==> config.mk <==
export PLATFORM = sky130hd
export DESIGN_NAME = core_interrupt_control
export DESIGN_NICKNAME = d
export VERILOG_FILES = /design/src/core_interrupt_control_pkg.sv /design/src/core_interrupt_control.sv
export VERILOG_INCLUDE_DIRS = /design/src
export SDC_FILE = /design/constraint.sdc
export NUM_CORES = 1
export LEC_CHECK = 0
export ABC_AREA = 1
export BUFFER_PORTS_ARGS = -buffer_cell sky130_fd_sc_hd__buf_4
export CAP_MARGIN = 0
export CORE_MARGIN = 2
export CORE_UTILIZATION = 48
export CTS_CLUSTER_DIAMETER = 150
export DETAILED_ROUTE_END_ITERATION = 10
export PLACE_DENSITY = 0.8
export RECOVER_POWER = 25
export SETUP_SLACK_MARGIN = 0.2
export SLEW_MARGIN = 0
export SYNTH_ARGS = -nofsm -noshare
export SYNTH_HDL_FRONTEND = slang
export SYNTH_SLANG_ARGS = --single-unit
==> constraint.sdc <==
create_clock -name mclk -period 1.85 [get_ports mclk]
set_input_delay 0.555 -clock mclk [delete_from_list [all_inputs] [get_ports mclk]]
set_output_delay 0.555 -clock mclk [all_outputs]
set_load 0.01 [all_outputs]
==> src/core_interrupt_control_map.svh <==
// offsets, field positions and reset values of the interrupt control block
// assumes inclusion by the design module
`ifndef CORE_INTERRUPT_CONTROL_MAP_SVH
`define CORE_INTERRUPT_CONTROL_MAP_SVH

`define ICTL_OFS_CONTROL 12'h000
`define ICTL_OFS_PIN_ENABLE 12'h004
`define ICTL_OFS_PORT_B 12'h008
`define ICTL_OFS_PULLUP 12'h00C
`define ICTL_OFS_STATUS 12'h010

`define ICTL_BIT_GLOBAL 7
`define ICTL_BIT_PERIPH 6
`define ICTL_BIT_T0_EN 5
`define ICTL_BIT_EXT_EN 4
`define ICTL_BIT_PB_EN 3
`define ICTL_BIT_T0_FLAG 2
`define ICTL_BIT_EXT_FLAG 1
`define ICTL_BIT_PB_FLAG 0

`define ICTL_RESET_CONTROL 8'h00
`define ICTL_RESET_PIN_ENABLE 8'h00
`define ICTL_RESET_PULLUP 8'h00

`endif

==> src/core_interrupt_control_pkg.sv <==
// types shared by the interrupt control block
// assumes the map header holds the numbers
package core_interrupt_control_pkg;

  typedef struct packed {
    logic global_irq_enable;
    logic peripheral_group_enable;
    logic timer0_overflow_irq_enable;
    logic ext_pin_irq_enable;
    logic port_b_change_irq_enable;
    logic timer0_overflow_flag;
    logic ext_pin_irq_flag;
    logic port_b_change_flag;
  } interrupt_control_t;

  typedef struct packed {
    logic psel;
    logic penable;
    logic pwrite;
    logic [11:0] paddr;
    logic [31:0] pwdata;
  } apb_req_t;

  typedef struct packed {
    logic pready;
    logic pslverr;
    logic [31:0] prdata;
  } apb_rsp_t;

  typedef struct packed {
    interrupt_control_t interrupt_control;
    logic [7:0] per_pin_change_enable_reg;
    logic [7:0] pullup_enable;
    logic [7:0] port_b_last;
    logic ext_pin_last;
    logic timer0_pending;
    logic irq;
    apb_rsp_t rsp;
  } state_t;

endpackage : core_interrupt_control_pkg

==> src/core_interrupt_control.sv <==
// interrupt control register with flags, enables and request to the core
// assumes a synchronous apb master, inputs synchronous to mclk
//
// Notes on behaviour
// bit 7 globally enables all interrupts
// peripheral group enable gates peripheral sources
// timer0 overflow enable gates timer0 request
// external pin enable gates external request
// port b change enable gates change request
// software must also set per-pin enables
// timer0 flag set on rollover, sticky
// timer0 count untouched by reset
// external pin edge sets sticky flag
// any port b pin change sets flag; here only a change on a pin enabled in per_pin_change_enable_reg sets it
// flags set regardless of enable bits
// software clears flags before enabling sources
// register read/write, upper bits reset zero
// per-pin change detect and pull-up enables
// request when global and enabled flag set
//
// Our own choices: register access over APB and the placing of the registers.
`include "core_interrupt_control_map.svh"
`timescale 1ns/1ps
`default_nettype none

module core_interrupt_control
(
  input wire logic mclk,
  input wire logic reset_n,
  input wire core_interrupt_control_pkg::apb_req_t apb_req,
  output core_interrupt_control_pkg::apb_rsp_t apb_rsp,
  input wire logic timer0_rollover,
  input wire logic ext_pin,
  input wire logic [7:0] port_b_a,
  input wire logic peripheral_irq,
  output logic [7:0] pullup_enable,
  output logic irq
);

  ////////////////////////////////////////////////////////////////////////////
  // reset release

  logic [1:0] reset_sync;
  logic reset_q_n;

  always_ff @(posedge mclk or negedge reset_n)
  begin
    if (!reset_n)
      reset_sync <= 2'h0;
    else
      reset_sync <= {reset_sync[0], 1'b1};
  end

  assign reset_q_n = reset_sync[1];

  ////////////////////////////////////////////////////////////////////////////
  // helpers

  function automatic logic [7:0] pack_ctl(
    input core_interrupt_control_pkg::interrupt_control_t c);
    pack_ctl = c;
  endfunction : pack_ctl

  function automatic logic is_at(input logic [11:0] a, input logic [11:0] o);
    is_at = (a == o);
  endfunction : is_at

  // an 8-bit register in the low byte of the bus word
  function automatic logic [31:0] byte_word(input logic [7:0] b);
    byte_word = {24'h000000, b};
  endfunction : byte_word

  // sticky flag: a set in the clearing cycle wins
  function automatic logic next_flag(
    input logic flag,
    input logic set,
    input logic clear);
    if (set)
    begin
      next_flag = 1'b1;
    end
    else if (clear)
    begin
      next_flag = 1'b0;
    end
    else
    begin
      next_flag = flag;
    end
  endfunction : next_flag

  // enabled pins whose level differs from the last sample
  function automatic logic [7:0] pin_changes(
    input logic [7:0] now,
    input logic [7:0] last,
    input logic [7:0] enable);
    pin_changes = (now ^ last) & enable;
  endfunction : pin_changes

  function automatic logic rising(input logic now, input logic last);
    rising = now && !last;
  endfunction : rising

  // request to the core from enables and flags
  function automatic logic request(
    input core_interrupt_control_pkg::interrupt_control_t c,
    input logic periph);
    logic core_src;
    logic periph_src;
    core_src = (c.timer0_overflow_irq_enable && c.timer0_overflow_flag) ||
      (c.ext_pin_irq_enable && c.ext_pin_irq_flag) ||
      (c.port_b_change_irq_enable && c.port_b_change_flag);
    periph_src = c.peripheral_group_enable && periph;
    request = c.global_irq_enable && (core_src || periph_src);
  endfunction : request

  // one-hot write strobes: control, change enables, pull-ups
  function automatic logic [2:0] write_sel(
    input logic w,
    input logic [11:0] a);
    if (!w)
    begin
      write_sel = 3'h0;
    end
    else if (is_at(a, `ICTL_OFS_CONTROL))
    begin
      write_sel = 3'h1;
    end
    else if (is_at(a, `ICTL_OFS_PIN_ENABLE))
    begin
      write_sel = 3'h2;
    end
    else if (is_at(a, `ICTL_OFS_PULLUP))
    begin
      write_sel = 3'h4;
    end
    else
    begin
      write_sel = 3'h0;
    end
  endfunction : write_sel

  // read word: error flag above the 32 data bits
  function automatic logic [32:0] read_word(
    input logic [11:0] a,
    input core_interrupt_control_pkg::state_t s,
    input logic [7:0] pins);
    if (is_at(a, `ICTL_OFS_CONTROL))
    begin
      read_word = {1'b0, byte_word(pack_ctl(s.interrupt_control))};
    end
    else if (is_at(a, `ICTL_OFS_PIN_ENABLE))
    begin
      read_word = {1'b0, byte_word(s.per_pin_change_enable_reg)};
    end
    else if (is_at(a, `ICTL_OFS_PORT_B))
    begin
      read_word = {1'b0, byte_word(pins)};
    end
    else if (is_at(a, `ICTL_OFS_PULLUP))
    begin
      read_word = {1'b0, byte_word(s.pullup_enable)};
    end
    else if (is_at(a, `ICTL_OFS_STATUS))
    begin
      read_word = {1'b0, 31'h0000_0000, s.irq};
    end
    else
    begin
      read_word = {1'b1, 32'h0000_0000};
    end
  endfunction : read_word

  ////////////////////////////////////////////////////////////////////////////
  // state

  core_interrupt_control_pkg::state_t state;
  core_interrupt_control_pkg::state_t next_state;
  core_interrupt_control_pkg::interrupt_control_t ctl;
  core_interrupt_control_pkg::interrupt_control_t wctl;
  logic access;
  logic wr;
  logic [2:0] wsel;
  logic [32:0] rdword;
  logic [7:0] change;
  logic ext_rise;
  logic clear_t0;
  logic clear_ext;
  logic clear_pb;

  always_comb
  begin
    next_state = state;
    ctl = state.interrupt_control;
    access = apb_req.psel && apb_req.penable;
    wr = access && apb_req.pwrite;
    wsel = write_sel(wr, apb_req.paddr);
    wctl = apb_req.pwdata[7:0];
    rdword = read_word(apb_req.paddr, state, port_b_a);
    clear_t0 = 1'b0;
    clear_ext = 1'b0;
    clear_pb = 1'b0;
    // the apb slave answers in the first access cycle
    next_state.rsp.pready = 1'b0;
    next_state.rsp.pslverr = 1'b0;
    next_state.rsp.prdata = 32'h0000_0000;
    if (apb_req.psel && !apb_req.penable)
    begin
      next_state.rsp.pready = 1'b1;
      next_state.rsp.pslverr = rdword[32];
      next_state.rsp.prdata = rdword[31:0];
    end
    // register writes; a write to a flag stores the written value unless its event sets the flag in that cycle
    if (wsel[0])
    begin
      next_state.interrupt_control = wctl;
      clear_t0 = !wctl.timer0_overflow_flag;
      clear_ext = !wctl.ext_pin_irq_flag;
      clear_pb = !wctl.port_b_change_flag;
    end
    else if (wsel[1])
    begin
      next_state.per_pin_change_enable_reg = apb_req.pwdata[7:0];
    end
    else if (wsel[2])
    begin
      next_state.pullup_enable = apb_req.pwdata[7:0];
    end
    // event detection
    change = pin_changes(port_b_a, state.port_b_last,
      state.per_pin_change_enable_reg);
    ext_rise = rising(ext_pin, state.ext_pin_last);
    next_state.port_b_last = port_b_a;
    next_state.ext_pin_last = ext_pin;
    next_state.timer0_pending = 1'b0;
    // timer0 count lives outside; reset only touches the flag R8
    next_state.interrupt_control.timer0_overflow_flag = next_flag(
      next_state.interrupt_control.timer0_overflow_flag,
      timer0_rollover, clear_t0);
    next_state.interrupt_control.ext_pin_irq_flag = next_flag(
      next_state.interrupt_control.ext_pin_irq_flag,
      ext_rise, clear_ext);
    next_state.interrupt_control.port_b_change_flag = next_flag(
      next_state.interrupt_control.port_b_change_flag,
      |change, clear_pb);
    // request to the core, from the registered enables and flags
    next_state.irq = request(ctl, peripheral_irq);
  end

  always_ff @(posedge mclk or negedge reset_q_n)
  begin
    if (!reset_q_n)
    begin
      state <= '0;
      state.interrupt_control <= `ICTL_RESET_CONTROL;
      state.per_pin_change_enable_reg <= `ICTL_RESET_PIN_ENABLE;
      state.pullup_enable <= `ICTL_RESET_PULLUP;
    end
    else
    begin
      state <= next_state;
    end
  end

  ////////////////////////////////////////////////////////////////////////////
  // outputs

  // ready only shows while the access phase is on the bus
  always_comb
  begin
    apb_rsp = state.rsp;
    apb_rsp.pready = state.rsp.pready && apb_req.psel && apb_req.penable;
  end

  assign pullup_enable = state.pullup_enable;
  assign irq = state.irq;

endmodule : core_interrupt_control

`default_nettype wire

==> results of run 1 <==
[state kept, by name, summed over array words and instances, names as in the netlist]
register and flops:
reset_sync 2, apb_rsp 9, irq 1, pullup_enable 8
state 18, ctl 8
[logic make-up (layout without fill, tap and decap cells)]
kind of cell    count (synthesis)  count (layout)  synth area share
buf+inv                        83             103             0.200
simple gates                  134             134             0.254
compound gates                 40              40            0.0808
other cells                     2              25           0.00301
flops                          46              46             0.462
[metrics by stage]
stage	total power [mW]	hold WS (ns)	worst slack, ns	utilization
3_5_place_dp	1.22	0.259	0.0684	0.548
2_1_floorplan	1.17	0.259	0.361	-
5_1_grt	1.99	0.0299	0.234	0.562
4_1_cts	1.93	0.0292	0.338	0.569
3_3_place_gp	1.22	0.250	0.126	0.548
6_report	1.91	0.0318	0.339	0.562
[cell usage in the layout (no fill, tap or decap), types with 2 or more instances in the layout]
| cell | n |
|---|---|
| buf_4 | 49 |
| nand2_1 | 47 |
| dfrtp_1 | 46 |
| nor2_1 | 39 |
| inv_1 | 33 |
| o21ai_1 | 29 |
| conb_1 | 25 |
| nand3_1 | 23 |
| clkbuf_1 | 9 |
| nand4_1 | 7 |
| a21oi_1 | 6 |
| clkbuf_8 | 5 |
| nor2_2 | 4 |
| nand3b_1 | 4 |
| o21ai_0 | 4 |
| and3_1 | 3 |
| nand3_4 | 2 |
| clkinv_2 | 2 |
| buf_12 | 2 |
[cells in the mapped netlist, drive strengths merged]
master / n
conb: 2
nand3: 25
inv: 34
dfrtp: 46
and3: 4
nand4: 8
nor2: 44
a21oi: 6
o21ai: 33
nand3b: 4
or2: 1
buf: 49
o22ai: 1
nand2: 48
[per-layer routing]
layer / track usage / up-vias / wire length (um) / share of wire
met5: 0 / - / 0 / 0
met4: 0.0782 / 0 / 104 / 0.021
met3: 0.0332 / 12 / 293 / 0.058
met2: 0.302 / 81 / 2440 / 0.48
met1: 0.227 / 886 / 2200 / 0.44
li1: - / 991 / - / -
[area by class of cell]
class / count / area share
Multi-Input combinational cell: 199 / 0.326
Timing Repair Buffer: 61 / 0.157
Clock buffer: 5 / 0.0241
Tap cell: 70 / 0.0307
Inverter: 34 / 0.0447
Clock inverter: 3 / 0.0140
Sequential cell: 46 / 0.403
[power by group]
part | leakage, nW | internal, mW | switching (mW)
Sequential | 0.600 | 1.02 | 0.0167
Clock | 0.0579 | 0.398 | 0.316
Combinational | 0.733 | 0.0641 | 0.0930
Total | 1.39 | 1.48 | 0.426
[worst max path at each step]
stage | start | to | cells after the start | slack, ns
floorplan | apb_req[43] | ctl[6]$_DFFE_PN0P_ | 8 | 0.36
global placement | apb_req[43] | apb_rsp[7]$_DFF_PN0_ | 9 | 0.13
detailed placement | apb_req[41] | apb_rsp[1]$_DFF_PN0_ | 9 | 0.07
CTS | apb_req[46] | apb_rsp[33] | 3 | 0.34
global route | apb_req[43] | apb_rsp[2]$_DFF_PN0_ | 9 | 0.23
finish | apb_req[46] | apb_rsp[33] | 3 | 0.34
[worst register-to-register path, stage by stage (launching register included)]
cell     delay [ns]
dfrtp_1        0.38
or2_2          0.27
nand3_1        0.06
o21ai_0        0.14
nor2_1         0.11
nand4_1        0.09
==> metrics.txt, run 1 <==
final WL=5030 um; startpoint types=primary input; final hold vios=0; starting density of the core=0.491; vias after detailed routing=1970; hpwl dp=3960 um; total of max-cap violations=0; Post-DRT Antenna Nets=0; multi-input logic area=930 um2; CTS Hold Buffers Added=0; RD Place Congestion=0.868; CTS tree=yes; fillers=492; ordered list of cells on the worst path=buf_4 > and3_1 > buf_4; share of the synthesized area in the top cell type=0.462; TNS Setup=0 ns; Die Wd=76.1 um; Ant. Diodes=0; area grow syn2layout=14.5%; Post-Place Cell Area=2780 um2; NumNets Final=407; total area of sequential cells=1150 um2; syn_area_per_cell=8.18 um2; placed cell count=410; H-tree levels=2; Distinct cells, synth=24; first-pass GRT wire length=8550 um; initial antenna violation count=0; Mapped Area=2490 um2; CP Class=in2out; Worst Path Arrival=0.96 ns; Final Slew Violations=0; PostCTS Resize Cnt=0; clock-pin transition on the worst setup and hold timing paths=0.08 ns; Die H=76.1 um; worst r2r src=state[37]$_DFF_PN0_; largest net degree at the start of global routing=30; LEAKAGE=1.39 nW; final instance area=2850 um2; total CTS buffers=5; Syn Inst Count=305; YS warnings=0; area leader, netlist=dfrtp_1; Critical Path Fanout Max=3; num rows=26; RSZ-0062 raised after global routing=false; initial drt markers=115; Worst R2R Setup Slack=0.67 ns; Pwr Density=668 nW/um2; Worst path slowest cell=and3_1; status=complete, no violations; vias per cell=4.71; postcts setup bufs=0; remaining global-route overflow=0; Worst Hold Class=in2async; Critical Path RT=1.29 ns; layout cells sized above 1=0.207; top post-synthesis cells by area=dfrtp_1 46%, buf_4 13%, nand2_1 7.1%, nor2_1 5.9%, o21ai_1 5.8%; R2R depth=5; #FFs+latches synth=46; post-layout min period=1.51 ns; Slew HR=0.359; CP delay by family, top=buffers and inverters; GRT Util Overall=0.179; core area=5070 um2; Worst Tran Pin Value=0.961 ns; DR pass1 iterations=4; Final Non-Filler Cells=418; clock tree buffer depth=2; fin crit share=0.817; Setup-failing EPs final=0; post-synthesis sequential area ratio=0.462; Fin Clk Skew=0.00374 ns; Root Driver=clkbuf_8; Buf/Inv on CP=2; post-DR wirelength/cell=12.0 um; Skew-Pair Late Insertion Delay=0.28 ns; Worst path max stage delay=0.15 ns; input/output buffers=54; f_max=662 MHz; # DRC=0; Peak VDD IR=631 uV; CP endpoint kind=output pin; worst reg2reg path endpoint=ctl[0]$_DFFE_PN0P_; cell mode on critical path=buf_4; Die ar.=5790 um2; vias in the first global route=1884; CTS Sinks=46; I/O pins=103
No activity file was read; power rests on OpenSTA's default activity.
==> inputs of run 2 (changes only) <==
--- a/config.mk
+++ b/config.mk
@@ -10,10 +10,10 @@
 export BUFFER_PORTS_ARGS = -buffer_cell sky130_fd_sc_hd__buf_4
 export CAP_MARGIN = 0
 export CORE_MARGIN = 2
-export CORE_UTILIZATION = 48
+export CORE_UTILIZATION = 43
 export CTS_CLUSTER_DIAMETER = 150
 export DETAILED_ROUTE_END_ITERATION = 10
-export PLACE_DENSITY = 0.8
+export PLACE_DENSITY = 0.76
 export RECOVER_POWER = 25
 export SETUP_SLACK_MARGIN = 0.2
 export SLEW_MARGIN = 0
==> constraint.sdc (replaced) <==
create_clock -name mclk -period 1.25 [get_ports mclk]
set_input_delay 0.375 -clock mclk [delete_from_list [all_inputs] [get_ports mclk]]
set_output_delay 0.375 -clock mclk [all_outputs]
set_load 0.01 [all_outputs]
==> run 2 against run 1 <==
  * The run now ends with negative setup slack left
  * Hold slack gained 0.18 ns
  * Clock-buffer cell count did not move
  * Non-clock buffer count grew 33
  * Largest power group unchanged
==> metrics.txt, run 2 (synthesized netlist as in run 1, its figures left out) <==
CP Class=in2reg; Worst R2R Setup Slack=0.12 ns (-0.55 ns); vias per cell=5.10 (+8.2%); Critical Path Fanout Max=7 (+4); Skew-Pair Late Insertion Delay=0.30 ns (+0.02 ns); hold_sp=ext_pin; input/output buffers=54 (unchanged); Final Slew Violations=0 (unchanged); f_max=751 MHz; vias after detailed routing=2320 (+18%); hold endpoint=state[36]$_DFF_PN0_; first-pass GRT wire length=11100 um (+29%); Fin Clk Skew=0.00688 ns (+0.00313 ns); worst reg2reg path endpoint=ctl[0]$_DFFE_PN0P_; Post-Place Cell Area=2890 um2 (+3.9%); commonest non-fill, non-tap cell in the layout=dfrtp_1; pre-CTS setup slack=-0.258 ns (-0.326 ns); status=complete, but fails checks; hold depth=1; Die H=80.2 um (+5.4%); clock tree buffer depth=2 (unchanged); CTS Sinks=46 (unchanged); Setup-failing EPs final=8 (+8); hpwl dp=4090 um (+3.3%); Worst Tran Pin Value=0.604 ns (-0.358 ns); Root Driver=clkbuf_8; core area=5540 um2 (+9.2%); R2R depth=6 (+1); post-layout min period=1.33 ns; LEAKAGE=1.70 nW (+22%); Ant. Diodes=0 (unchanged); CP endpoint kind=flop; initial drt markers=184 (+60%); Die Wd=80.2 um (+5.4%); area grow syn2layout=47.9%; Pwr Density=800 nW/um2 (+20%); fin crit share=1.07; # DRC=0 (unchanged); startpoint types=primary input; fillers=419 (-15%); Final Non-Filler Cells=455 (+8.9%); RSZ-0062 raised after global routing=true; worst r2r src=state[55]$_DFFE_PN0P_; initial antenna violation count=0 (unchanged); starting density of the core=0.450 (-0.0413); Peak VDD IR=613 uV (-2.9%); largest net degree at the start of global routing=45 (+50%); remaining global-route overflow=0 (unchanged); Worst Hold Class=in2reg; CTS tree=yes; PnR worst setup slack=-0.0820 ns (-0.421 ns); Worst Path Arrival=1.56 ns (+0.60 ns); Total Power=2.95 mW (+55%); Slew HR=0.598 (+0.239); I/O pins=103 (unchanged); Critical Path RT=1.47 ns (+0.18 ns); GRT Util Overall=0.229 (+0.0496); final hold vios=0 (unchanged); H-tree levels=2 (unchanged); RD Place Congestion=0.872 (+0.41%); post-DR wirelength/cell=15.6 um (+30%); vias in the first global route=2227 (+18%); max reg flops=18 (unchanged); most frequent cells in the layout=45 x dfrtp_1, 37 x buf_4, 36 x buf_6; Post-DRT Antenna Nets=0 (unchanged); Die ar.=6420 um2 (+11%); placed cell count=421 (+2.7%); clock-pin transition on the worst setup and hold timing paths=0.08 ns (about the same); layout cells sized above 1=0.423 (+0.216); DR pass1 iterations=4 (unchanged); final WL=7110 um (+41%); Largest Register=state; total CTS buffers=5 (unchanged); num rows=27 (+3.8%); final instance area=3690 um2 (+29%); total of max-cap violations=0 (unchanged); NumNets Final=442 (+8.6%); failing checks=negative setup slack; final design utilization=0.666 (+0.103)
[run 2: cell count changes in the layout (fill, tap and decap cells not counted), moves of 6 or more]
cell     change
nand2_2      +8
nor2_1       -6
nand3_2     +10
nand2_4      +8
nand2_1     -18
buf_6       +36
buf_4       -12
o21ai_1     -17
nand3_1     -10
o21ai_2     +18
nor2_4       +7
[run 2: layout make-up]
type	instances	area (um2)	share of cell area
clock inverter	3	40.0	0.0109
tap	72	90.1	0.0244
multi-input combinational	201	1270	0.344
timing repair buffer	94	940	0.255
sequential	46	1150	0.313
inverter	34	128	0.0346
clock buffer	5	68.8	0.0187
[run 2: worst max path at each step]
stage                              from  cells after the start                     to
global placement            apb_req[39]                      8     ctl[1]$_DFFE_PN0P_
detailed placement          apb_req[39]                      8     ctl[1]$_DFFE_PN0P_
global route                apb_req[39]                     11     ctl[0]$_DFFE_PN0P_
CTS                 state[33]$_DFF_PN0_                      2            apb_rsp[33]
floorplan                   apb_req[33]                      7  state[59]$_DFFE_PN0P_
finish                      apb_req[39]                     10   apb_rsp[4]$_DFF_PN0_
[run 2: metal layers]
layer / GRT usage / share of wire
met1: 0.288 / 0.39
met2: 0.374 / 0.52
met3: 0.0461 / 0.067
met4: 0.112 / 0.029
met5: 0 / 0
[run 2: power breakdown]
part | total (mW) | leakage, nW | switching, mW | internal (mW)
Sequential | 1.52 | 0.599 | 0.0109 | 1.51
Combinational | 0.328 | 1.05 | 0.195 | 0.133
Clock | 1.10 | 0.0579 | 0.514 | 0.589
Total | 2.95 | 1.70 | 0.720 | 2.23
[run 2: through the flow]
stage          setup TNS (ns)  hold slack, ns
6_report               -0.334           0.208
5_1_grt                -0.901           0.194
4_1_cts               -0.0562           0.183
3_5_place_dp            -6.98           0.159
3_3_place_gp            -6.52           0.157
2_1_floorplan          -0.130          0.0794
[run 2: critical path: stages]
cell and delay [ns]:
buf_6 0.10, nor2_4 0.10, nand2_2 0.07, nor2_4 0.17, buf_6 0.13, buf_12 0.10
buf_16 0.11, nand3_1 0.09, and3_1 0.20, nor2_1 0.12
[run 2: what timing repair did]
action / 4_1_cts / 5_1_grt
endpoints found under the setup margin: 52 / 52
hold endpoints to repair: 2 / 0
hold buffers: 1 / 0
buffers inserted: 17 / 3
pin swaps: 25 / 16
resized for setup: 86 / 26
cloned: 5 / 0
==> inputs of run 3 (changes only) <==
--- a/config.mk
+++ b/config.mk
@@ -10,10 +10,11 @@
 export BUFFER_PORTS_ARGS = -buffer_cell sky130_fd_sc_hd__buf_4
 export CAP_MARGIN = 0
 export CORE_MARGIN = 2
-export CORE_UTILIZATION = 43
+export CORE_UTILIZATION = 30
 export CTS_CLUSTER_DIAMETER = 150
 export DETAILED_ROUTE_END_ITERATION = 10
-export PLACE_DENSITY = 0.76
+export HOLD_SLACK_MARGIN = 0.06
+export PLACE_DENSITY = 0.56
 export RECOVER_POWER = 25
 export SETUP_SLACK_MARGIN = 0.2
 export SLEW_MARGIN = 0
==> run 3 against run 2 <==
  * The run still ends with negative setup slack left
  * Via count fell by 7.8%
  * Design area fell by 0.68%
  * Clock skew rose by 0.00054 ns
  * Utilization fell by 22 points
  * First-iteration DRC count fell by 9.8%
  * Largest cell class unchanged
  * Highest routed layer unchanged
  * Clock power fell by 17%
==> metrics.txt, run 3 (synthesized netlist as in run 1, its figures left out) <==
Slew HR=0.599 (+0.00157); Worst R2R Setup Slack=0.13 ns (about the same); initial drt markers=166 (-9.8%); Pwr Density=752 nW/um2 (-6.1%); vias after detailed routing=2139 (-7.8%); LEAKAGE=1.68 nW (-1.4%); Worst Hold Class=in2reg; Post-Place Cell Area=2920 um2 (+1.3%); RD Place Congestion=0.864 (-0.88%); num rows=33 (+22%); Critical Path RT=0.88 ns (-0.59 ns); NumNets Final=440 (-0.45%); largest net degree at the start of global routing=45 (unchanged); RSZ-0062 raised after global routing=true; R2R depth=5 (-1); I/O pins=103 (unchanged); failing checks=negative setup slack; layout cells sized above 1=0.416 (-0.00719); starting density of the core=0.307 (-0.144); CTS Sinks=46 (unchanged); final WL=6550 um (-7.9%); H-tree levels=2 (unchanged); # DRC=0 (unchanged); status=complete, but fails checks; fin crit share=1.03 (-0.0374); Die H=95.2 um (+19%); area grow syn2layout=46.9%; post-DR wirelength/cell=13.5 um (-14%); CP Class=reg2out; Final Slew Violations=0 (unchanged); TNS Setup=-0.0353 ns (+0.299 ns); commonest non-fill, non-tap cell in the layout=dfrtp_1; total of max-cap violations=0 (unchanged); hpwl dp=4350 um (+6.4%); placed cell count=455 (+8.1%); worst setup path end=apb_rsp[33]; clock-pin transition on the worst setup and hold timing paths=0.08 ns (about the same); initial antenna violation count=0 (unchanged); max reg flops=18 (unchanged); pre-CTS setup slack=-0.282 ns (-0.0241 ns); PnR worst setup slack=-0.0353 ns (+0.0467 ns); clock tree buffer depth=2 (unchanged); Critical Path Fanout Max=1 (-6); Total Power=2.75 mW (-6.7%); Largest Register=state; post-layout min period=1.29 ns (-0.0467 ns); remaining global-route overflow=0 (unchanged); Ant. Diodes=0 (unchanged); GRT Util Overall=0.151 (-0.0776); final hold vios=0 (unchanged); worst hold slack=0.213 ns (+0.00541 ns); Peak VDD IR=353 uV (-42%); Worst Tran Pin Value=0.601 ns (-0.00236 ns); final instance area=3660 um2 (-0.68%); Skew-Pair Late Insertion Delay=0.29 ns (about the same); vias in the first global route=2082 (-6.5%); Die ar.=9060 um2 (+41%); Crit. Startpoint=state[33]$_DFF_PN0_; input/output buffers=54 (unchanged); vias per cell=4.41 (-14%); core area=8130 um2 (+47%); most frequent cells in the layout=45 x dfrtp_1, 39 x buf_4, 33 x inv_1; CTS tree=yes; Die Wd=95.2 um (+19%); Fin Clk Skew=0.00742 ns (+0.000543 ns); worst reg2reg path endpoint=ctl[0]$_DFFE_PN0P_; final design utilization=0.450 (-0.215); Worst Path Arrival=0.91 ns (-0.65 ns); Post-DRT Antenna Nets=0 (unchanged); startpoint types=flop; DR pass1 iterations=4 (unchanged); worst r2r src=state[37]$_DFF_PN0_; Final Non-Filler Cells=485 (+6.6%); Setup-failing EPs final=1 (-7); f_max=778 MHz (+3.6%); CP endpoint kind=output pin; hold depth=1 (unchanged); first-pass GRT wire length=10400 um (-6.3%); Root Driver=clkbuf_8; total CTS buffers=5 (unchanged)
-- run 3: changes by cell type in the layout (fill, tap and decap cells not counted), sizes merged --
| cell | delta |
|---|---|
| clkinv | -2 |
| clkbuf | +3 |
| bufinv | -1 |
| buf | -3 |
-- run 3: cell type report --
class	count	area, um2
timing repair buffer	92	898
clock buffer	7	86.3
inverter	34	128
sequential	46	1150
tap	105	131
fill	784	4470
multi-input combinational	201	1270
-- run 3: critical path, cell delays in order (launching register included) --
cell and delay [ns]:
dfrtp_1 0.36, and3_4 0.14, buf_6 0.11
-- run 3: worst min-delay path by stage --
stage	endpoint	start
2_1_floorplan	reset_sync[0]$_DFF_PN0_	reset_n
3_3_place_gp	reset_sync[0]$_DFF_PN0_	reset_n
3_5_place_dp	reset_sync[0]$_DFF_PN0_	reset_n
4_1_cts	state[36]$_DFF_PN0_	ext_pin
5_1_grt	state[36]$_DFF_PN0_	ext_pin
6_report	state[36]$_DFF_PN0_	ext_pin
-- run 3: routing by layer --
metal / track usage / part of all wire / vias to the layer above
li1: - / - / 1059
met5: 0 / 0 / -
met4: 0.0495 / 0.019 / 0
met2: 0.244 / 0.50 / 60
met3: 0.0372 / 0.051 / 9
met1: 0.199 / 0.43 / 1011
-- run 3: what timing repair did --
item                                    CTS  global route
endpoints found under the setup margin   52            52
cloned                                    4             1
hold buffers                              1             0
pin swaps                                16            20
resized for setup                        85            27
endpoints found under the hold margin     2             0
setup buffers                            11             6
-- run 3: report_power, final --
| part | switching, mW | total [mW] | internal, mW |
|---|---|---|---|
| Sequential | 0.0101 | 1.52 | 1.51 |
| Combinational | 0.193 | 0.326 | 0.132 |
| Clock | 0.469 | 0.909 | 0.439 |
| Total | 0.673 | 2.75 | 2.08 |
